===== src/hw/pcihs_map.vh =====
// constants for the pci handshake, stop and config-select block
// assumes a single 250 MHz bus clock; included by bare name
`ifndef PCIHS_MAP_VH
`define PCIHS_MAP_VH
`define PCIHS_CMD_CFG_RD 4'hA
`define PCIHS_CMD_CFG_WR 4'hB
`define PCIHS_ST_IDLE 3'h0
`define PCIHS_ST_TGT 3'h1
`define PCIHS_ST_TGT_END 3'h2
`define PCIHS_ST_INI 3'h3
`define PCIHS_ST_INI_END 3'h4
`define PCIHS_DEF_WAIT 4'h2
`define PCIHS_OUT_RST 1'h1
`define PCIHS_OE_RST 1'h0
`endif


===== src/hw/pcihs_cfg_decode.v =====
// address-phase decode for configuration accesses
// assumes bus inputs are synchronous to clock_in
`timescale 1ns/100ps
`default_nettype none
`include "pcihs_map.vh"
module pcihs_cfg_decode (
  input wire clock_in,
  input wire arst_n_in,
  input wire addr_phase_in,
  input wire init_dev_select_in,
  input wire [3:0] command_byte_enable_n_in,
  output reg cfg_hit_out,
  output reg cfg_write_out
);
  wire is_cfg;
  // standard pci command codes on the c/be lines
  assign is_cfg = (command_byte_enable_n_in == `PCIHS_CMD_CFG_RD) ||
                  (command_byte_enable_n_in == `PCIHS_CMD_CFG_WR);
  // registered: select sampled only on the rising edge
  always @(posedge clock_in or negedge arst_n_in) begin
    if (!arst_n_in) begin
      cfg_hit_out <= 1'b0;
      cfg_write_out <= 1'b0;
    end else begin
      cfg_hit_out <= addr_phase_in & init_dev_select_in & is_cfg;
      cfg_write_out <= command_byte_enable_n_in == `PCIHS_CMD_CFG_WR;
    end
  end
endmodule // pcihs_cfg_decode
`default_nettype wire


===== src/hw/pcihs_core.v =====
// initiator-ready handshake, stop request and config select for the pci port
// assumes all bus inputs synchronous to clock_in; tri-state resolved outside
`timescale 1ns/100ps
`default_nettype none
`include "pcihs_map.vh"
module pcihs_core #(
  parameter [3:0] TGT_WAIT = `PCIHS_DEF_WAIT
) (
  input wire clock_in,
  input wire arst_n_in,
  input wire cycle_frame_n_in,
  input wire initiator_ready_n_in,
  input wire target_ready_n_in,
  input wire stop_request_n_in,
  input wire init_dev_select_in,
  input wire [3:0] command_byte_enable_n_in,
  input wire ini_start_in,
  input wire ini_ready_in,
  input wire ini_last_in,
  output reg cycle_frame_n_out,
  output reg cycle_frame_n_oe_out,
  output reg initiator_ready_n_out,
  output reg initiator_ready_n_oe_out,
  output reg target_ready_n_out,
  output reg target_ready_n_oe_out,
  output reg stop_request_n_out,
  output reg stop_request_n_oe_out,
  output reg device_select_n_out,
  output reg device_select_n_oe_out,
  output reg cfg_access_out,
  output reg cfg_write_out,
  output reg data_done_out,
  output reg ini_stopped_out,
  output reg ini_busy_out
);
  reg [2:0] st_q;
  reg frame_prev_q;
  reg [3:0] wait_q;
  reg first_q;
  wire addr_phase;
  wire cfg_hit;
  wire cfg_wr;
  wire frame_ours;
  wire frame_seen;
  wire irdy_seen;
  wire done;
  // our own frame counts while we drive it; inputs are registered at the edge
  assign frame_ours = cycle_frame_n_oe_out ? cycle_frame_n_out : cycle_frame_n_in;
  assign frame_seen = frame_ours;
  assign irdy_seen = initiator_ready_n_oe_out ? initiator_ready_n_out : initiator_ready_n_in;
  assign addr_phase = frame_prev_q & ~cycle_frame_n_in & (st_q == `PCIHS_ST_IDLE);
  assign done = ~irdy_seen & ~target_ready_n_in & (st_q != `PCIHS_ST_IDLE);
  pcihs_cfg_decode u_dec (
    .clock_in(clock_in),
    .arst_n_in(arst_n_in),
    .addr_phase_in(addr_phase),
    .init_dev_select_in(init_dev_select_in),
    .command_byte_enable_n_in(command_byte_enable_n_in),
    .cfg_hit_out(cfg_hit),
    .cfg_write_out(cfg_wr)
  );
  always @(posedge clock_in or negedge arst_n_in) begin
    if (!arst_n_in) begin
      st_q <= `PCIHS_ST_IDLE;
      frame_prev_q <= 1'b1;
      wait_q <= 4'h0;
      first_q <= 1'b0;
      cycle_frame_n_out <= `PCIHS_OUT_RST;
      cycle_frame_n_oe_out <= `PCIHS_OE_RST;
      initiator_ready_n_out <= `PCIHS_OUT_RST;
      initiator_ready_n_oe_out <= `PCIHS_OE_RST;
      target_ready_n_out <= `PCIHS_OUT_RST;
      target_ready_n_oe_out <= `PCIHS_OE_RST;
      stop_request_n_out <= `PCIHS_OUT_RST;
      stop_request_n_oe_out <= `PCIHS_OE_RST;
      device_select_n_out <= `PCIHS_OUT_RST;
      device_select_n_oe_out <= `PCIHS_OE_RST;
      cfg_access_out <= 1'b0;
      cfg_write_out <= 1'b0;
      data_done_out <= 1'b0;
      ini_stopped_out <= 1'b0;
      ini_busy_out <= 1'b0;
    end else begin
      frame_prev_q <= frame_seen;
      data_done_out <= done;
      cfg_access_out <= 1'b0;
      ini_stopped_out <= 1'b0;
      case (st_q)
        `PCIHS_ST_IDLE: begin
          // not involved: all shared outputs float
          initiator_ready_n_oe_out <= 1'b0;
          stop_request_n_oe_out <= 1'b0;
          target_ready_n_oe_out <= 1'b0;
          device_select_n_oe_out <= 1'b0;
          cycle_frame_n_oe_out <= 1'b0;
          if (cfg_hit) begin
            // claim in the second period after the address phase; the decode is registered
            st_q <= `PCIHS_ST_TGT;
            device_select_n_out <= 1'b0;
            device_select_n_oe_out <= 1'b1;
            target_ready_n_out <= 1'b1;
            target_ready_n_oe_out <= 1'b1;
            stop_request_n_out <= 1'b1;
            stop_request_n_oe_out <= 1'b1;
            cfg_write_out <= cfg_wr;
            wait_q <= TGT_WAIT;
            first_q <= 1'b0;
          end else if (ini_start_in && cycle_frame_n_in && initiator_ready_n_in) begin
            st_q <= `PCIHS_ST_INI;
            ini_busy_out <= 1'b1;
            cycle_frame_n_out <= 1'b0;
            cycle_frame_n_oe_out <= 1'b1;
            initiator_ready_n_out <= 1'b1;
            initiator_ready_n_oe_out <= 1'b1;
          end
        end
        `PCIHS_ST_TGT: begin
          // initiator ready only sampled here, never driven
          if (initiator_ready_n_in && !first_q) begin
            stop_request_n_out <= 1'b0;
          end
          if (wait_q != 4'h0) begin
            wait_q <= wait_q - 4'h1;
            target_ready_n_out <= 1'b1;
          end else if (target_ready_n_out) begin
            target_ready_n_out <= 1'b0;
            stop_request_n_out <= 1'b0;
          end else if (!initiator_ready_n_in) begin
            // one dword taken, then disconnect
            cfg_access_out <= 1'b1;
            first_q <= 1'b1;
            target_ready_n_out <= 1'b1;
            st_q <= `PCIHS_ST_TGT_END;
          end
        end
        `PCIHS_ST_TGT_END: begin
          if (cycle_frame_n_in) begin
            st_q <= `PCIHS_ST_IDLE;
            device_select_n_out <= 1'b1;
            stop_request_n_out <= 1'b1;
            target_ready_n_out <= 1'b1;
          end
        end
        `PCIHS_ST_INI: begin
          // wait state while the local side is not ready
          initiator_ready_n_out <= ~ini_ready_in;
          if (!stop_request_n_in) begin
            st_q <= `PCIHS_ST_INI_END;
            cycle_frame_n_out <= 1'b1;
            ini_stopped_out <= 1'b1;
          end else if (done && cycle_frame_n_out) begin
            // final phase taken; checked after stop but before the last flag so a held last flag cannot stall us
            st_q <= `PCIHS_ST_INI_END;
          end else if (ini_last_in && ini_ready_in) begin
            cycle_frame_n_out <= 1'b1;
          end
        end
        `PCIHS_ST_INI_END: begin
          st_q <= `PCIHS_ST_IDLE;
          ini_busy_out <= 1'b0;
          initiator_ready_n_out <= 1'b1;
          cycle_frame_n_oe_out <= 1'b0;
        end
        default: begin
          st_q <= `PCIHS_ST_IDLE;
        end
      endcase
    end
  end
endmodule // pcihs_core
`default_nettype wire


===== config.mk =====
export PLATFORM = sky130hd
export DESIGN_NAME = pcihs_core
export DESIGN_NICKNAME = d
export VERILOG_FILES = /design/src/hw/pcihs_cfg_decode.v /design/src/hw/pcihs_core.v
export VERILOG_INCLUDE_DIRS = /design/src /design/src/hw
export SDC_FILE = /design/constraint.sdc
export NUM_CORES = 1
export LEC_CHECK = 0
export BUFFER_PORTS_ARGS = -buffer_cell sky130_fd_sc_hd__buf_2
export CAP_MARGIN = 0
export CORE_MARGIN = 10
export CORE_UTILIZATION = 54
export CTS_BUF_LIST = sky130_fd_sc_hd__clkbuf_4
export CTS_CLUSTER_SIZE = 10
export DETAILED_ROUTE_END_ITERATION = 8
export GPL_ROUTABILITY_DRIVEN = 0
export PLACE_DENSITY = 0.81
export RECOVER_POWER = 25
export SETUP_SLACK_MARGIN = 0.3
export SLEW_MARGIN = 20
export SYNTH_ARGS = -nofsm -noshare
export SYNTH_HDL_FRONTEND = slang
export SYNTH_HIERARCHICAL = 1
export SYNTH_SLANG_ARGS = --single-unit

===== constraint.sdc =====
create_clock -name clock_in -period 2.2 [get_ports clock_in]
set_clock_uncertainty 0.2 [all_clocks]
set_input_delay 0.55 -clock clock_in [delete_from_list [all_inputs] [get_ports clock_in]]
set_output_delay 0.55 -clock clock_in [all_outputs]
set_load 0.01 [all_outputs]

==> results.json <==
{
  "drv_cap": 0,
  "cpPeakStageDelay_ns": 0.61,
  "area_delta_synth_final_pct": 19.3,
  "fillers": 148,
  "io_pins": 29,
  "drtIter0Drc": 38,
  "wire_per_inst_um": 15.3,
  "async_reset_ff_frac": 1.00,
  "synth.top_cell.area_share": 0.379,
  "worst-endpoint-required_ns": 1.45,
  "layout-drive-gt1-share": 0.338,
  "cp_num_buf_inv": 1,
  "yosysSeqAreaShare": 0.511,
  "multi_input_area_um2": 533,
  "hp-start": "target_ready_n_in",
  "rows": 16,
  "vias": 1039,
  "cp-end-kind": "output port",
  "rsz0062_at_grt": "no",
  "yosys.cell_types.count": 38,
  "cts.sinks": 24,
  "setup_tns_ns": 0,
  "drv_slew": 0,
  "wl_mm": 2.77,
  "yosysTopAreaCell": "dfrtp_1",
  "root_buffer": "clkbuf_4",
  "vias_per_cell": 5.74,
  "final_area_um2": 1420,
  "path_class": "register to output port",
  "outcome": "completed",
  "clkPwrFrac": 0.162,
  "synth.area.top_cells": "dfrtp_1 (38%), dfstp_2 (13%), nand2_1 (5.0%), nor2_1 (4.1%), a21oi_1 (3.8%)",
  "slowest_stage": "dfstp_2",
  "cp_cell_sequence": "buf_2",
  "layout_setup_ws_ns": 0.383,
  "n_antenna_cell": 0,
  "power_density_nw_per_um2": 1380,
  "fin_hold_ws_ns": 0.175,
  "timing.max_slew.rel_slack": 0.652,
  "combPwrFrac": 0.426,
  "port_buffers": 28,
  "hpwlAfterDp_mm": 2.13,
  "dr.pass1.iters": 4,
  "synth_nets": 139,
  "antenna_left": 0,
  "coreArea_um2": 2020,
  "r2r-start": "wait_q[0]",
  "synthCells": 124,
  "post-route-drc-count": 0,
  "grt_max_degree": 25,
  "cts-buffers-inserted": 3,
  "dpl.cell_count": 173,
  "overflow": 0,
  "hold_class": "input port to register",
  "min_period_over_period": 0.826,
  "fmax_ghz": 0.550,
  "ctsLongestPathBuffers": 2,
  "grt_pass1_vias": 1063,
  "setup_violations": 0,
  "synth_most_common_cell": "dfrtp_1",
  "ys_ff_latch": 24,
  "period_needed_ns": 1.82,
  "seqCellArea_um2": 609,
  "syn_area_um2": 1190,
  "path_delay_family": "flip-flops",
  "clk_pin_slew_worst_paths_ns": 0.14,
  "p_seq_frac": 0.412,
  "synth-edff-count": 0,
  "grt_usage": 0.133,
  "post_dp_cell_area_um2": 1330,
  "insertion_delay_ns": 0.32,
  "internal_power_mw": 1.18,
  "initial_core_util": 0.588,
  "cp-start-kind": "register",
  "synthTopCellsByCount": "dfrtp_1 (18), nand2_1 (16), nor2_1 (13)",
  "swShare": 0.397,
  "cp_max_fo": 5,
  "tightest_slew_ns": 0.523,
  "crit_start": "target_ready_n_out",
  "switchingPower_uw": 778,
  "antenna_found_initial": 0,
  "place_ws_ns": 0.395,
  "die_w_um": 66.9,
  "grt_pass1_wl_mm": 4.78,
  "avgSynthCellArea_um2": 9.60,
  "finalNetCount": 170,
  "synthFlopType": "dfrtp_1",
  "ir_drop_mv": 0.941,
  "ys_warn_count": 6,
  "htreeDepth": 1,
  "dieHeight_um": 66.9,
  "cts_tree": "built",
  "arrival_ns": 1.07,
  "cellLeakagePower_nw": 0.672,
  "stdcell_count": 181,
  "die_area_um2": 4480,
  "hold_violations": 0
}
[power by group through the flow]
stage	logic (mW)	registers (mW)	clock network (mW)
after floorplan	0.603	0.762	0
after global placement	0.750	0.807	0
after detailed placement	0.779	0.817	0
after CTS	0.787	0.807	0.321
after global routing	0.944	0.839	0.338
final	0.834	0.808	0.317
[worst reg2reg max path: stages, from the launching register on]
cell and delay [ns]:
dfrtp_2 0.44, inv_1 0.07, ha_2 0.19, or3b_4 0.42, nor3_4 0.13, o211ai_1 0.10, o21ai_1 0.18
[per-stage QoR]
step | util | power [mW]
after floorplan | - | 1.36
after global placement | 0.658 | 1.56
after detailed placement | 0.658 | 1.60
after CTS | 0.689 | 1.92
after global routing | 0.702 | 2.12
final | 0.702 | 1.96
[per-layer routing]
layer	part of all wire	global-route usage	wire, µm	vias to the layer above
met2	0.48	0.225	1330	40
li1	-	-	-	500
met3	0.086	0.0351	238	6
met4	0.011	0.0436	31	0
met5	0	0	0	-
met1	0.42	0.158	1170	493
[kinds of logic (layout without fill, tap and decap cells)]
family | Yosys count | count (layout) | share of synthesized area
fa+ha+maj | 1 | 1 | 0.0105
compound gates | 32 | 32 | 0.164
simple gates | 52 | 52 | 0.233
flops | 24 | 24 | 0.511
mux | 4 | 4 | 0.0368
buf+inv | 11 | 41 | 0.0442
[registers in the layout, summed over array words and instances (netlist names)]
name and flops:
cfg_write_out 1, cycle_frame_n_out 1, cycle_frame_n_oe_out 1, target_ready_n_out 1, cfg_access_out 1, initiator_ready_n_out 1
wait_q 4, ini_stopped_out 1, frame_prev_q 1, stop_request_n_out 1, ini_busy_out 1, u_dec/cfg_hit_out 1
st_q 3, u_dec/cfg_write_out 1, initiator_ready_n_oe_out 1, data_done_out 1, first_q 1, device_select_n_out 1
device_select_n_oe_out 1
[cell usage in the layout, fill, tap and decap left out, drive strengths merged]
master / n
a21oi: 9
a22o: 3
a22oi: 1
a2bb2oi: 1
a31oi: 1
a32o: 1
a32oi: 1
and2b: 1
and4b: 1
buf: 31
bufinv: 1
clkbuf: 3
dfrtp: 18
dfstp: 6
dlygate4sd3: 1
ha: 1
inv: 5
mux2: 3
mux2i: 1
nand2: 17
nand3: 4
nand4: 1
nor2: 14
nor2b: 3
nor3: 4
nor3b: 3
nor4: 1
o211ai: 1
o21a: 1
o21ai: 12
o31ai: 1
or3: 1
or3b: 1
or4: 1
[timing repair]
item,4_1_cts,5_1_grt
hold endpoints to repair,12,0
buffers inserted,0,3
resized for setup,0,3
hold buffers,1,0
setup endpoints to repair,0,4
[path summary, 6_finish.rpt]
kind                                       to  slack [ns]  cells after the start
max                        target_ready_n_out        0.38                      1
min                             data_done_out        0.17                      2
max reg2reg                           st_q[1]        0.43                      6
min reg2reg                stop_request_n_out        0.29                      2
max in group asynchronous           wait_q[0]        0.89                      2
min in group asynchronous             first_q        0.51                      2
[final cells by class]
class / instances / share of cell area
well taps: 27 / 0.0238
inverters: 5 / 0.0132
repair buffers: 32 / 0.122
multi-input cells: 89 / 0.375
clock buffers: 3 / 0.0159
flip-flops and latches: 24 / 0.429
clock inverters: 1 / 0.0211
Note: power is estimated with default switching activity, not from simulation.
